[src/rtl/adcs_map.svh]
`ifndef ADCS_MAP_SVH
`define ADCS_MAP_SVH

// register byte offsets on the apb side
`define ADCS_SCR_OFFSET 12'h038
`define ADCS_DATA_OFFSET 12'h03c
`define ADCS_CLK_OFFSET 12'h040

// status/control field positions
`define ADCS_SCR_DONE_BIT 7
`define ADCS_SCR_IEN_BIT 6
`define ADCS_SCR_CONT_BIT 5
`define ADCS_SCR_CH_MSB 4
`define ADCS_SCR_CH_LSB 0

// clock register field positions
`define ADCS_CLK_DIV_MSB 7
`define ADCS_CLK_DIV_LSB 5
`define ADCS_CLK_SRC_BIT 4

// reset values
`define ADCS_SCR_RESET 8'h1f
`define ADCS_CLK_RESET 8'h00
`define ADCS_CLK_DIV_RESET 3'h0
`define ADCS_CLK_SRC_RESET 1'b0

// channel codes
`define ADCS_NUM_CH 15
`define ADCS_CH_OFF 5'h1f

// conversion timing, in converter clock ticks, and the first trial code
`define ADCS_CONV_TICKS 16
`define ADCS_LAST_PHASE 4'hf
`define ADCS_TRIAL_START 8'h80

`endif

[src/rtl/adcs_pkg.sv]
package adcs_pkg;
  `include "adcs_map.svh"

  // conversion sequencer states
  typedef enum logic {
    CONV_IDLE,
    CONV_RUN
  } adcs_conv_e;

  // port logic feeding the shared pins
  typedef struct packed {
    logic [`ADCS_NUM_CH-1:0] latch;
    logic [`ADCS_NUM_CH-1:0] dir;
  } adcs_port_in_t;

  // pin drive and port read results
  typedef struct packed {
    logic [`ADCS_NUM_CH-1:0] readData;
    logic [`ADCS_NUM_CH-1:0] drive;
    logic [`ADCS_NUM_CH-1:0] oe_n;
  } adcs_port_out_t;

  // controls toward the analog mux and comparator
  typedef struct packed {
    logic powerDown;
    logic sampleActive;
    logic [4:0] channel;
    logic [7:0] trialCode;
  } adcs_analog_t;

  // divider state
  typedef struct packed {
    logic [3:0] count;
    logic tick;
  } adcs_div_t;

  // full sequencer state
  typedef struct packed {
    logic pready;
    logic [31:0] prdata;
    logic pslverr;
    logic irqEn;
    logic contEn;
    logic [4:0] channel;
    logic [2:0] clkDiv;
    logic clkSrcBus;
    logic done;
    logic irq;
    logic [7:0] result;
    adcs_conv_e conv;
    logic pending;
    logic [3:0] phase;
    logic [7:0] trial;
    logic xtalS1;
    logic xtalS2;
    logic xtalPrev;
    logic cmpS1;
    logic cmpS2;
    logic [`ADCS_NUM_CH-1:0] pinS1;
    logic [`ADCS_NUM_CH-1:0] pinS2;
    adcs_port_out_t portOut;
    adcs_analog_t analog;
  } adcs_state_t;
endpackage

[src/rtl/adcs_sequencer.sv]
`timescale 1ns/1ps
`include "adcs_map.svh"
// overview of the block
// - apb slave with three byte-wide registers in the low lane
// - control register: done, irq enable, continuous, channel
// - result register: last finished conversion, read only
// - clock register: divider code and source select
// - every apb transfer takes exactly one wait state
// - all state but the divider's lives in one packed struct, one flop
//
// conversion timing
// - a control write only arms a start; the start itself waits
//   for the next converter tick, hence sixteen to seventeen ticks
// - sixteen ticks per conversion: even ticks settle, odd decide
// - the comparator is synchronised, so its answer is two clocks
//   old; bus clock /1 is too fast for a trustworthy code
// - changing the divider while running corrupts the result;
//   nothing here prevents that, software must avoid it
//
// pins
// - the picked pin never drives, whatever the port direction
// - all other pins behave as plain port pins
// - pad levels are synchronised before any port read sees them
//
// limitations
// - wait mode needs no input: the converter just keeps going
// - unused channel codes reach the analog side unchanged
module adcs_sequencer (
  input wire logic clk,
  input wire logic rst_n,
  // apb slave
  input wire logic psel,
  input wire logic penable,
  input wire logic pwrite,
  input wire logic [11:0] paddr,
  input wire logic [31:0] pwdata,
  output logic [31:0] prdata,
  output logic pready,
  output logic pslverr,
  // crystal reference clock, sampled as a level
  input wire logic crystalRefClock,
  // stop mode from the system, same clock domain
  input wire logic stopMode,
  // comparator answer: input at or above trial code
  input wire logic compAbove,
  // shared channel pins and their port logic
  input wire logic [`ADCS_NUM_CH-1:0] pinIn,
  input wire adcs_pkg::adcs_port_in_t portIn,
  output adcs_pkg::adcs_port_out_t portOut,
  // analog side controls
  output adcs_pkg::adcs_analog_t analog,
  // converter interrupt request, level
  output logic convIrq
);
  import adcs_pkg::*;

  adcs_state_t s; // registered state
  adcs_state_t next_s; // next state
  logic srcTick; // one source clock event
  logic convTick; // one converter clock event

  // true when addr hits the given register offset
  function automatic logic isReg(input logic [11:0] addr, input logic [11:0] off);
    isReg = (addr == off);
  endfunction

  // true when channel code picks pin i
  function automatic logic chanHit(input logic [4:0] ch, input int i);
    chanHit = (ch == i[4:0]);
  endfunction

  // source: bus clock every cycle, else crystal rising edge
  always_comb begin
    srcTick = s.clkSrcBus | (s.xtalS2 & ~s.xtalPrev);
  end

  // divider turning source events into converter ticks
  adcs_clk_div u_div (
    .clk(clk),
    .rst_n(rst_n),
    .srcTick(srcTick),
    .divSel(s.clkDiv),
    .convTick(convTick)
  );

  logic apbDone; // transfer completes at this edge
  logic scrWrite; // status/control written
  logic dataRead; // result register read
  logic convDone; // a conversion finished this edge
  logic powerOff; // channel code is all ones
  logic [2:0] bitIdx; // bit under decision
  logic [7:0] t; // trial code being refined
  logic sel; // pin loop: pin picked by converter

  // next state
  always_comb begin
    next_s = s;
    bitIdx = 3'h0;
    t = s.trial;
    sel = 1'b0;
    convDone = 1'b0;
    powerOff = (s.channel == `ADCS_CH_OFF);

    // synchronisers, first stage read only by second
    next_s.xtalS1 = crystalRefClock;
    next_s.xtalS2 = s.xtalS1;
    next_s.xtalPrev = s.xtalS2;
    next_s.cmpS1 = compAbove;
    next_s.cmpS2 = s.cmpS1;
    next_s.pinS1 = pinIn;
    next_s.pinS2 = s.pinS1;

    // apb: one wait state, pready raised in the access phase
    // the read word is built in the first access cycle and held
    // in flops, so prdata comes straight from a register; the
    // cost is the fixed wait state on every transfer
    apbDone = psel & penable & s.pready;
    next_s.pready = psel & penable & ~s.pready;
    scrWrite = apbDone & pwrite & isReg(paddr, `ADCS_SCR_OFFSET);
    dataRead = apbDone & ~pwrite & isReg(paddr, `ADCS_DATA_OFFSET);
    if (psel & penable & ~s.pready) begin
      next_s.pslverr = 1'b0;
      next_s.prdata = 32'h0;
      if (isReg(paddr, `ADCS_SCR_OFFSET)) begin
        // done reads as zero while the irq is enabled
        next_s.prdata[`ADCS_SCR_DONE_BIT] = s.done & ~s.irqEn;
        next_s.prdata[`ADCS_SCR_IEN_BIT] = s.irqEn;
        next_s.prdata[`ADCS_SCR_CONT_BIT] = s.contEn;
        next_s.prdata[`ADCS_SCR_CH_MSB:`ADCS_SCR_CH_LSB] = s.channel;
      end else if (isReg(paddr, `ADCS_DATA_OFFSET)) begin
        next_s.prdata[7:0] = s.result;
      end else if (isReg(paddr, `ADCS_CLK_OFFSET)) begin
        next_s.prdata[`ADCS_CLK_DIV_MSB:`ADCS_CLK_DIV_LSB] = s.clkDiv;
        next_s.prdata[`ADCS_CLK_SRC_BIT] = s.clkSrcBus;
      end else begin
        // unmapped: error answer, data zero
        next_s.pslverr = 1'b1;
      end
    end

    // register writes take effect at the completing edge
    if (scrWrite) begin
      next_s.irqEn = pwdata[`ADCS_SCR_IEN_BIT];
      next_s.contEn = pwdata[`ADCS_SCR_CONT_BIT];
      next_s.channel = pwdata[`ADCS_SCR_CH_MSB:`ADCS_SCR_CH_LSB];
    end
    if (apbDone & pwrite & isReg(paddr, `ADCS_CLK_OFFSET)) begin
      // changing this mid-conversion corrupts the result
      next_s.clkDiv = pwdata[`ADCS_CLK_DIV_MSB:`ADCS_CLK_DIV_LSB];
      next_s.clkSrcBus = pwdata[`ADCS_CLK_SRC_BIT];
    end

    // conversion sequencer, advanced only on converter ticks
    // stop has priority over ticks: an abort must not be lost
    // even when a tick lands in the same cycle; the pending bit
    // keeps the start so conversions resume once stop is gone
    if (stopMode) begin
      // abort, remember to restart once stop ends
      if (s.conv == CONV_RUN) begin
        next_s.pending = 1'b1;
      end
      next_s.conv = CONV_IDLE;
    end else if (convTick) begin
      case (s.conv)
        CONV_IDLE: begin
          if (s.pending & ~powerOff) begin
            // first converter edge after the write starts it
            next_s.conv = CONV_RUN;
            next_s.phase = 4'h0;
            next_s.trial = `ADCS_TRIAL_START;
            next_s.pending = 1'b0;
          end else if (s.pending) begin
            // powered off: the start is dropped
            next_s.pending = 1'b0;
          end
        end
        CONV_RUN: begin
          // odd phases decide a bit, even phases let it settle
          if (s.phase[0]) begin
            bitIdx = 3'(3'h7 - s.phase[3:1]);
            if (!s.cmpS2) begin
              t[bitIdx] = 1'b0;
            end
            if (bitIdx != 3'h0) begin
              t[bitIdx - 3'h1] = 1'b1;
            end
            next_s.trial = t;
          end
          if (s.phase == `ADCS_LAST_PHASE) begin
            // sixteenth tick: store result, flag completion
            next_s.result = t;
            convDone = 1'b1;
            if (s.contEn & ~powerOff) begin
              // back to back: this tick also starts the next
              next_s.phase = 4'h0;
              next_s.trial = `ADCS_TRIAL_START;
            end else begin
              next_s.conv = CONV_IDLE;
            end
          end else begin
            next_s.phase = s.phase + 4'h1;
          end
        end
        default: begin
          next_s.conv = CONV_IDLE;
        end
      endcase
    end

    // a control write abandons the conversion and rearms a start
    // placed after the sequencer so it overrides the state and pending bit a tick sets;
    // a completion in this very cycle still keeps its result
    if (scrWrite) begin
      next_s.conv = CONV_IDLE;
      next_s.pending = 1'b1;
    end

    // done flag: a completion in the clearing cycle wins
    if (convDone) begin
      next_s.done = 1'b1;
    end else if (scrWrite | dataRead) begin
      next_s.done = 1'b0;
    end
    // irq follows the flag while enabled; same clears apply
    next_s.irq = next_s.done & next_s.irqEn;

    // pin ownership and port read path
    // direction set: the latch is read back, as for any output;
    // direction clear: a picked pin reads zero so the analog
    // level never shows as a digital value, others read the pad
    for (int i = 0; i < `ADCS_NUM_CH; i++) begin
      sel = chanHit(s.channel, i);
      // a picked pin never drives, port writes have no effect on the pad
      next_s.portOut.oe_n[i] = sel | ~portIn.dir[i];
      next_s.portOut.drive[i] = portIn.latch[i];
      if (portIn.dir[i]) begin
        next_s.portOut.readData[i] = portIn.latch[i];
      end else if (sel) begin
        next_s.portOut.readData[i] = 1'b0;
      end else begin
        next_s.portOut.readData[i] = s.pinS2[i];
      end
    end

    // analog mux and comparator controls
    // taken from next_s so the trial code and the active flag
    // reach the comparator in the cycle they take effect
    next_s.analog.channel = s.channel;
    next_s.analog.powerDown = powerOff;
    next_s.analog.sampleActive = (next_s.conv == CONV_RUN);
    next_s.analog.trialCode = next_s.trial;
  end

  // state register
  // reset: channel off, crystal source, divide by one, pins
  // released; only constants here, the reset branch stays simple
  always_ff @(posedge clk or negedge rst_n) begin
    if (!rst_n) begin
      s <= '0;
      s.channel <= `ADCS_CH_OFF;
      s.clkDiv <= `ADCS_CLK_DIV_RESET;
      s.clkSrcBus <= `ADCS_CLK_SRC_RESET;
      s.portOut.oe_n <= '1;
      s.analog.channel <= `ADCS_CH_OFF;
      s.analog.powerDown <= 1'b1;
    end else begin
      s <= next_s;
    end
  end

  // outputs straight from flops
  // no logic between the state register and the pins, so every
  // output is glitch free and settles right after the clock edge
  assign prdata = s.prdata;
  assign pready = s.pready;
  assign pslverr = s.pslverr;
  assign portOut = s.portOut;
  assign analog = s.analog;
  assign convIrq = s.irq;
endmodule

[src/rtl/adcs_clk_div.sv]
`timescale 1ns/1ps
// converter clock prescaler: counts source ticks, emits one-cycle ticks
module adcs_clk_div (
  input wire logic clk,
  input wire logic rst_n,
  input wire logic srcTick,
  input wire logic [2:0] divSel,
  output logic convTick
);
  import adcs_pkg::*;

  adcs_div_t s;
  adcs_div_t next_s;
  logic [3:0] limit; // last count before a tick

  // divide by 1, 2, 4, 8, any code with top bit set gives 16
  always_comb begin
    case (divSel)
      3'h0: limit = 4'h0;
      3'h1: limit = 4'h1;
      3'h2: limit = 4'h3;
      3'h3: limit = 4'h7;
      default: limit = 4'hf;
    endcase
  end

  // count source ticks, wrap at the limit
  always_comb begin
    next_s = s;
    next_s.tick = 1'b0;
    if (srcTick) begin
      if (s.count >= limit) begin
        // >= so a smaller divider picked mid-count cannot stall
        next_s.count = 4'h0;
        next_s.tick = 1'b1;
      end else begin
        next_s.count = s.count + 4'h1;
      end
    end
  end

  always_ff @(posedge clk or negedge rst_n) begin
    if (!rst_n) begin
      s <= '0;
    end else begin
      s <= next_s;
    end
  end

  assign convTick = s.tick;
endmodule

[config.mk]
export PLATFORM = sky130hd
export DESIGN_NAME = adcs_sequencer
export DESIGN_NICKNAME = d
export VERILOG_FILES = /design/src/rtl/adcs_pkg.sv /design/src/rtl/adcs_sequencer.sv /design/src/rtl/adcs_clk_div.sv
export VERILOG_INCLUDE_DIRS = /design/src /design/src/rtl
export SDC_FILE = /design/constraint.sdc
export NUM_CORES = 1
export LEC_CHECK = 0
export BUFFER_PORTS_ARGS = -buffer_cell sky130_fd_sc_hd__buf_2
export CAP_MARGIN = 30
export CORE_MARGIN = 1
export CORE_UTILIZATION = 55
export CTS_BUF_LIST = sky130_fd_sc_hd__clkbuf_16
export CTS_CLUSTER_DIAMETER = 100
export DETAILED_ROUTE_END_ITERATION = 7
export GPL_TIMING_DRIVEN = 0
export PLACE_DENSITY = 0.9
export SYNTH_ARGS = -nofsm -noshare
export SYNTH_HDL_FRONTEND = slang
export SYNTH_SLANG_ARGS = --single-unit
[constraint.sdc]
create_clock -name clk -period 5.45 [get_ports clk]
set_input_delay 0.2725 -clock clk [delete_from_list [all_inputs] [get_ports clk]]
set_output_delay 0.2725 -clock clk [all_outputs]
set_load 0.01 [all_outputs]
# == Word level (Yosys, flattened, before mapping) ==
# Cells that the tools add are included.
# word_totals
regBits,136
input_bits,97
wordCells,202
# op_classes
addsub,4
n_lt_le_gt_ge,5
n_eq_ne,26
muxes,73
bitwise,55
n_reduce_logical,10
# op_table
op,n
2-to-1 mux 8 bit,9
2-to-1 mux 1 bit,48
== test 5 x 4 -> 1 bit (second input constant),7
== test 12 x 6 -> 1 bit (second input constant),2
2-to-1 mux 12 bit,2
case mux 12 bit (2 select lines),1
NOT 1 bit,22
== test 5 x 3 -> 1 bit (second input constant),4
2-to-1 mux 4 bit,5
OR 1 bit,17
case mux 4 bit (4 select lines),1
2-to-1 mux 14 bit,1
bitwise AND 1 bit,13
== test 12 x 7 -> 1 bit (second input constant),1
== test 5 x 2 -> 1 bit (second input constant),2
adder 4 x 1 -> 4 bit (second input constant),2
bitwise AND 8 bit,1
less-than comparator 3 x 4 -> 1 bit (second input constant),2
NOT 8 bit,1
OR 8 bit,1
AND reduction 4 bit,2
2-to-1 mux 7 bit,1
demux 1 bit (select 3 bit),2
== test 3 x 2 -> 1 bit (second input constant),2
other kinds (18),24

# == Depth between registers and ports, before layout ==
# Gate-level depths: netlist of the first run.
# logic_depth
depth_word,21
depth_mapped,7
depth_no_buf,7

# == Hierarchy ==
# Synthesis of the first run repeated with hierarchy kept, for this count alone.
# unflattened
hier_cells,526
area_unflattened_um2,5941.9
# by_module_without_submodules
mod,n_inst,cells_each,area_each_um2,seq_area_each_um2
adcs_sequencer,1,491,5607.9,3310.7
adcs_clk_div,1,35,334.1,125.1

# == Least setup slack after synthesis of the first run ==
# Ideal clock, no wire load.
# synth_path
path_type,flip-flop to flip-flop
startpoint,register s[122] (netlist bit)
endpoint,register u_div.s[1] (netlist bit)
t_arrival_ns,1.598
t_required_ns,5.316
path_slack_ns,3.718
stages_incl_launch_ff,8
path_buffers,0
period_less_slack_ns,1.732
cell_sequence,dfrtp_1 -> or3_1 -> ha_1 -> inv_1 -> a21boi_0 -> o21ai_0 -> a21oi_1 -> o21ai_0
# synth_via
elab_chain_cells,4
# synth_lines
element,line_no,source
from (decl),adcs_sequencer.sv:57,adcs_state_t s;
from (signal assigned),adcs_sequencer.sv:267,s <= next_s;
"== test 3 x 2 -> 1 bit, or another cell as far along",adcs_clk_div.sv:18,case (divSel)
case mux 4 bit (4 select lines) (*),adcs_clk_div.sv:18,
>= comparator 4 bit (*),adcs_clk_div.sv:32,if (s.count >= limit) begin
2-to-1 mux 4 bit (*),adcs_clk_div.sv:32,
to (signal assigned),adcs_clk_div.sv:46,s <= next_s;
to (decl),adcs_clk_div.sv:12,adcs_div_t s;
# Mark *: on every way between the ends. The rest lies on a longest branch, timed or not.
# A chain may end at the register's enable or synchronous reset.

# == Worst setup path after layout of the first run ==
# layout_path
startpoint,register s[122] (netlist bit)
endpoint,register u_div.s[2] (netlist bit)
# Same word-level chain as after synthesis.

==> results.sh, run 1 <==
export IMPL_std_cell_rows=37
export IMPL_post_route_drc_count=0
export IMPL_num_io_pins=192
export IMPL_detailedRoute_firstIterationViolations=322
export IMPL_synth_cell_area_mm2=0.00589
export IMPL_static_power_due_to_leakage_nw=4.07
export IMPL_sequential_share_of_the_synthesized_area=0.583
export IMPL_top_cell_type_s_share_of_synthesized_area=0.467
export IMPL_yosys_most_used_dff="sky130_fd_sc_hd__dfrtp_1"
export IMPL_postSynthRegisterBits=136
export IMPL_setup_worst_path_end_class="flip-flop"
export IMPL_ctsResizeCount=0
export IMPL_commonest_non_fill_non_tap_cell_in_the_layout="sky130_fd_sc_hd__buf_2"
export IMPL_post_synth_top_area_cell="sky130_fd_sc_hd__dfrtp_1"
export IMPL_fin_hold_ws_ps=16.8
export IMPL_clkSlewWorstSetupHoldPaths_ps=60
export IMPL_timing_rr_start="s[122]"
export IMPL_regToRegSetupSlack_ps=3410
export IMPL_vdd_ir_drop_worst_mv=0.260
export IMPL_reg2regPathDepth=7
export IMPL_antenna_found_initial=0
export IMPL_final_fill_count=621
export IMPL_setup_viol_count_final=0
export IMPL_post_synthesis_mux_area_share=0.0304
export IMPL_synth_simple_area_share=0.136
export IMPL_antenna_diode_count=0
export IMPL_setup_worst_path_class="flip-flop to flip-flop"
export IMPL_yosys_warnings=0
export IMPL_grt_first_pass_wirelength_um=24200
export IMPL_worst_endpoint_required_ps=5730
export IMPL_detailroute_via_count=4722
export IMPL_grt_util_met3=0.0625
export IMPL_grt_total_usage=0.289
export IMPL_syn_inst_count=538
export IMPL_cts_max_path_buffers=2
export IMPL_chipHeight_um=106
export IMPL_first_global_vias=4847
export IMPL_timing_max_transition_violations_final=0
export IMPL_htreeDepth=4
export IMPL_gr_usage_met1=0.329
export IMPL_setup_worst_path_start_class="flip-flop"
export IMPL_synth_async_reset_ratio=1.00
export IMPL_cts_tree="built"
export IMPL_post_synth_fa_ha_maj_area_fraction=0.0170
export IMPL_max_slew_worst_pin_slew_ps=670
export IMPL_cts_hold_buf=41
export IMPL_hold_end="portOut[10]"
export IMPL_rsz0062_at_grt="false"
export IMPL_place_gp_congestion=0.889
export IMPL_drive_gt1_frac=0.410
export IMPL_sum_of_routed_wire_length_over_all_layers_um=15300
export IMPL_timing_final_hold_violations=0
export IMPL_largest_fanout_on_the_critical_path=6
export IMPL_met2_resource_use_gr=0.512
export IMPL_dr_pass1_iters=5
export IMPL_count_of_flip_flops_with_a_built_in_enable_after_synthesis=0
export IMPL_die_width_um=106
export IMPL_timing_critical_path_arrival_ps=2320
export IMPL_synthTopCellsByArea="sky130_fd_sc_hd__dfrtp_1 47%, sky130_fd_sc_hd__buf_4 12%, sky130_fd_sc_hd__dfstp_2 12%"
export IMPL_synthXorXnorAreaFrac=0.00743
export IMPL_initial_utilization=0.568
export IMPL_routedWlPerCell_um=16.8
export IMPL_hold_class="primary input to flip-flop"
export IMPL_whs_path_depth=2
export IMPL_max_freq_mhz=491
export IMPL_most_common_layout_cells="144 x sky130_fd_sc_hd__buf_2, 110 x sky130_fd_sc_hd__dfrtp_1, 107 x sky130_fd_sc_hd__nand2_1"
export IMPL_antenna_left=0
export IMPL_fin_skew_ps=13.8
export IMPL_flow_area_growth_from_synthesis_pct=34.3
export IMPL_cts_buffers=17
export IMPL_maxcap_violations=0
export IMPL_run_status="finished clean"
export IMPL_power_density_mw_per_mm2=306
export IMPL_min_period_ps=2040
export IMPL_cts_sink_count=136
export IMPL_core_mm2=0.0104
export IMPL_timing_final_crit_share=0.373
export IMPL_synthDistinctLibCells=52
export IMPL_drt_vias_per_instance=5.17
export IMPL_synth_compound_area_share=0.0894
export IMPL_r2r_end="u_div.s[2]"
export IMPL_dp_final_hpwl_um=9260
export IMPL_post_cts_buffers=0
export IMPL_largest_family_of_logic_cells_by_synthesized_area="buffers and inverters"
export IMPL_busiest_layer="met2"
export IMPL_relSlewSlack=0.553
export IMPL_clk_latency_ps=420
export IMPL_grt_remaining_overflow=0
export IMPL_hold_start="portIn[10]"
export IMPL_post_layout_nets=870
export IMPL_grt_start_max_net_pins=87
export IMPL_die_area_mm2=0.0111
export IMPL_avgSynthCellArea_um2=11.0
export IMPL_place_port_buffers=143
export IMPL_totalNegativeSetupSlack_ps=0
export IMPL_ctsRootBufferMaster="sky130_fd_sc_hd__clkbuf_16"
-- worst max-delay path, cell delays in order (launching register included) --
cell	delay, ps
sky130_fd_sc_hd__dfrtp_1	440
sky130_fd_sc_hd__or3_1	410
sky130_fd_sc_hd__ha_1	290
sky130_fd_sc_hd__inv_1	30
sky130_fd_sc_hd__a21boi_0	170
sky130_fd_sc_hd__o21ai_0	120
sky130_fd_sc_hd__a21oi_1	300
sky130_fd_sc_hd__o21ai_0	150
-- metrics by stage --
step                power, mW  instances  setup slack [ps]  area (µm²)   util
floorplan                1.16        561              3720        5980      -
global placement         1.23        840              2450        6870  0.662
detailed placement       1.24        841              3430        6900  0.665
CTS                      2.43        914              3420        7920  0.763
global route             2.50        914              3260        7920  0.763
finish                   2.43        914              3410        7920  0.763
-- layout make-up --
type | count | area (µm²) | share of cell area
well taps | 136 | 170 | 0.0215
plain buffers | 104 | 757 | 0.0956
flip-flops and latches | 136 | 3440 | 0.434
repair buffers | 185 | 1160 | 0.147
inverters | 13 | 48.8 | 0.00617
clock buffers | 17 | 425 | 0.0537
multi-input cells | 308 | 1740 | 0.220
clock inverters | 15 | 179 | 0.0226
-- sequential cells by signal (all words and copies together) (netlist names) --
signal and flops:
u_div.s 4, s 37, prdata 8, portOut 45
analog 15, next_s 23, convIrq 1, u_div.convTick 1
pslverr 1, pready 1
-- report_power, final --
| group | leakage (nW) | switching [mW] | internal [mW] | total [mW] |
|---|---|---|---|---|
| clock network | 0.294 | 0.507 | 0.658 | 1.16 |
| logic | 2.13 | 0.0968 | 0.0999 | 0.197 |
| registers | 1.64 | 0.0149 | 1.05 | 1.06 |
-- cell families after synthesis --
kind of cell | Yosys count
other | 1
DFF | 136
buffers and inverters | 117
and+or+nand+nor | 171
AOI/OAI and AO/OA | 85
xor gates and xnor gates | 5
muxes | 15
adders and majority gates | 8
-- Yosys cell counts, drive strengths merged (3+ instances only) --
| library cell | n |
|---|---|
| a21o | 3 |
| a21oi | 10 |
| a22o | 7 |
| a22oi | 4 |
| and2 | 4 |
| buf | 97 |
| clkbuf | 7 |
| dfrtp | 110 |
| dfstp | 26 |
| ha | 8 |
| inv | 13 |
| mux2 | 11 |
| mux2i | 4 |
| nand2 | 108 |
| nand2b | 9 |
| nand3 | 6 |
| nand4 | 3 |
| nor2 | 10 |
| nor2b | 5 |
| nor3 | 8 |
| nor4 | 3 |
| o21ai | 43 |
| o31ai | 5 |
| or2 | 4 |
| or3 | 3 |
| xor2 | 4 |
-- per-layer routing --
| metal | wire length (µm) | up-vias |
|---|---|---|
| met1 | 5800 | 2290 |
| met3 | 1020 | 46 |
| met5 | 0 | - |
| met2 | 7900 | 248 |
| li1 | - | 2138 |
| met4 | 605 | 0 |
-- how the worst max path moves through the flow --
stage,startpoint,to,slack [ps],cells after the start
floorplan,s[122],u_div.s[1],3720,7
global placement,rst_n,next_s[93],2450,1
detailed placement,s[122],u_div.s[2],3430,7
CTS,s[122],u_div.s[2],3420,7
global route,s[122],u_div.s[1],3260,7
finish,s[122],u_div.s[2],3410,7
No activity file was read; power rests on OpenSTA's default activity.
==> run 2: changes to the inputs <==
CORE_UTILIZATION = 46   (was 55)
PLACE_DENSITY = 0.8   (was 0.9)
clock period = 1.7 ns   (was 5.45 ns; I/O delays follow)
==> run 2 against run 1 <==
Net effect: the run now ends with negative setup slack left; first-iteration DRC count down 2.5%; design area rose by 5.8%; global-route usage decreased by 6.5 points; combinational power rose to 3.3 times the previous value; sequential power increased to 3.2 times the previous value; clock power grew to 3.2 times the previous value; total power rose to 3.2 times the previous value.
==> results.sh, run 2 (same netlist as run 1, synthesis figures left out) <==
export IMPL_run_status="finished, violations left"
export IMPL_failed_checks="negative setup slack"
export IMPL_postPlaceCellArea_mm2=0.00694
export IMPL_cts_buffers=17
export IMPL_place_gp_congestion=0.865
export IMPL_ctsRootBufferMaster="sky130_fd_sc_hd__clkbuf_16"
export IMPL_dr_pass1_iters=4
export IMPL_post_layout_nets=906
export IMPL_regToRegSetupSlack_ps=-50
export IMPL_totalNegativeSetupSlack_ps=-190
export IMPL_fin_skew_ps=7.73
export IMPL_maxcap_violations=0
export IMPL_post_route_drc_count=0
export IMPL_grt_total_usage=0.224
export IMPL_antenna_found_initial=1
export IMPL_rsz0062_at_grt="true"
export IMPL_cts_max_path_buffers=2
export IMPL_num_io_pins=192
export IMPL_setup_worst_path_end_class="flip-flop"
export IMPL_setup_worst_path_class="flip-flop to flip-flop"
export IMPL_clkSlewWorstSetupHoldPaths_ps=60
export IMPL_timing_max_transition_violations_final=0
export IMPL_drt_vias_per_instance=4.81
export IMPL_max_slew_worst_pin_slew_ps=625
export IMPL_core_mm2=0.0123
export IMPL_commonest_non_fill_non_tap_cell_in_the_layout="sky130_fd_sc_hd__buf_2"
export IMPL_grt_remaining_overflow=0
export IMPL_dp_final_hpwl_um=9330
export IMPL_die_width_um=115
export IMPL_static_power_due_to_leakage_nw=4.26
export IMPL_relSlewSlack=0.584
export IMPL_detailroute_via_count=4732
export IMPL_max_freq_mhz=571
export IMPL_grt_first_pass_wirelength_um=22400
export IMPL_final_setup_worst_slack_ps=-52.6
export IMPL_vdd_ir_drop_worst_mv=0.485
export IMPL_worst_endpoint_required_ps=1980
export IMPL_std_cell_rows=40
export IMPL_p_total_mw=7.79
export IMPL_final_design_area_no_fill_mm2=0.00837
export IMPL_pre_cts_ws_ps=-227
export IMPL_drive_gt1_frac=0.443
export IMPL_antenna_left=0
export IMPL_most_common_layout_cells="143 x sky130_fd_sc_hd__buf_2, 116 x sky130_fd_sc_hd__buf_4, 108 x sky130_fd_sc_hd__dfrtp_1"
export IMPL_hold_class="primary input to flip-flop"
export IMPL_timing_final_hold_violations=0
export IMPL_place_port_buffers=143
export IMPL_flow_area_growth_from_synthesis_pct=42.0
export IMPL_largest_register_ff_count=45
export IMPL_min_period_ps=1750
export IMPL_power_density_mw_per_mm2=930
export IMPL_setup_worst_path_start_class="flip-flop"
export IMPL_timing_final_crit_share=1.03
export IMPL_die_area_mm2=0.0133
export IMPL_sum_of_routed_wire_length_over_all_layers_um=14700
export IMPL_fin_hold_ws_ps=49.5
export IMPL_initial_utilization=0.481
export IMPL_clk_latency_ps=410
export IMPL_cts_tree="built"
export IMPL_htreeDepth=4
export IMPL_routedWlPerCell_um=14.9
export IMPL_cts_sink_count=136
export IMPL_regMostFlops="portOut"
export IMPL_grt_start_max_net_pins=71
export IMPL_first_global_vias=4749
export IMPL_largest_fanout_on_the_critical_path=5
export IMPL_chipHeight_um=115
export IMPL_detailedRoute_firstIterationViolations=314
export IMPL_setup_viol_count_final=5
export IMPL_timing_critical_path_arrival_ps=2030
==> run 2: final timing paths <==
check                                start          to  cells past startpoint
worst max-delay path                s[120]  u_div.s[4]                      7
worst min-delay path              paddr[2]     convIrq                      4
worst max register to register      s[120]  u_div.s[4]                      7
worst min register to register  next_s[62]       s[62]                      0
max in group asynchronous            rst_n  portOut[2]                      3
min in group asynchronous            rst_n       s[90]                      2
==> run 2: where the power goes <==
part           internal (mW)  switching, mW
Clock                   2.22           1.51
Combinational          0.349          0.306
Sequential              3.36         0.0387
==> run 2: what timing repair did <==
item,in CTS,in global routing
hold endpoints to repair,132,0
buffers inserted,18,3
gates resized for setup,12,25
pin swaps,8,6
endpoints found under the setup margin,36,30
hold buffers,58,0
==> run 2: metrics by stage <==
stage,util,std cells
finish,0.683,983
global route,0.683,983
global placement,0.564,872
detailed placement,0.566,873
floorplan,-,561
CTS,0.676,980
==> run 2: area by class of cell <==
type | instances | area, µm²
fill | 876 | 3890
timing repair buffer | 223 | 1490
clock buffer | 17 | 425
multi-input combinational | 308 | 1830
buffer | 102 | 744
antenna | 1 | 2.50
sequential | 136 | 3440
inverter | 13 | 48.8
clock inverter | 15 | 178
tap | 168 | 210
==> run 2: per-layer routing <==
metal | track usage | routed length (µm) | vias up
met5 | 0 | 0 | -
met1 | 0.254 | 5730 | 2306
met4 | 0.0762 | 246 | 0
met3 | 0.0538 | 757 | 28
li1 | - | - | 2207
met2 | 0.413 | 7940 | 191
==> run 2: critical path, cell delays in order (launching register included) <==
cell and delay, ps:
sky130_fd_sc_hd__dfrtp_1 380, sky130_fd_sc_hd__or3_1 380, sky130_fd_sc_hd__ha_1 280, sky130_fd_sc_hd__inv_1 40
sky130_fd_sc_hd__a21boi_1 110, sky130_fd_sc_hd__o21ai_1 80, sky130_fd_sc_hd__a21oi_2 250, sky130_fd_sc_hd__a21oi_1 120
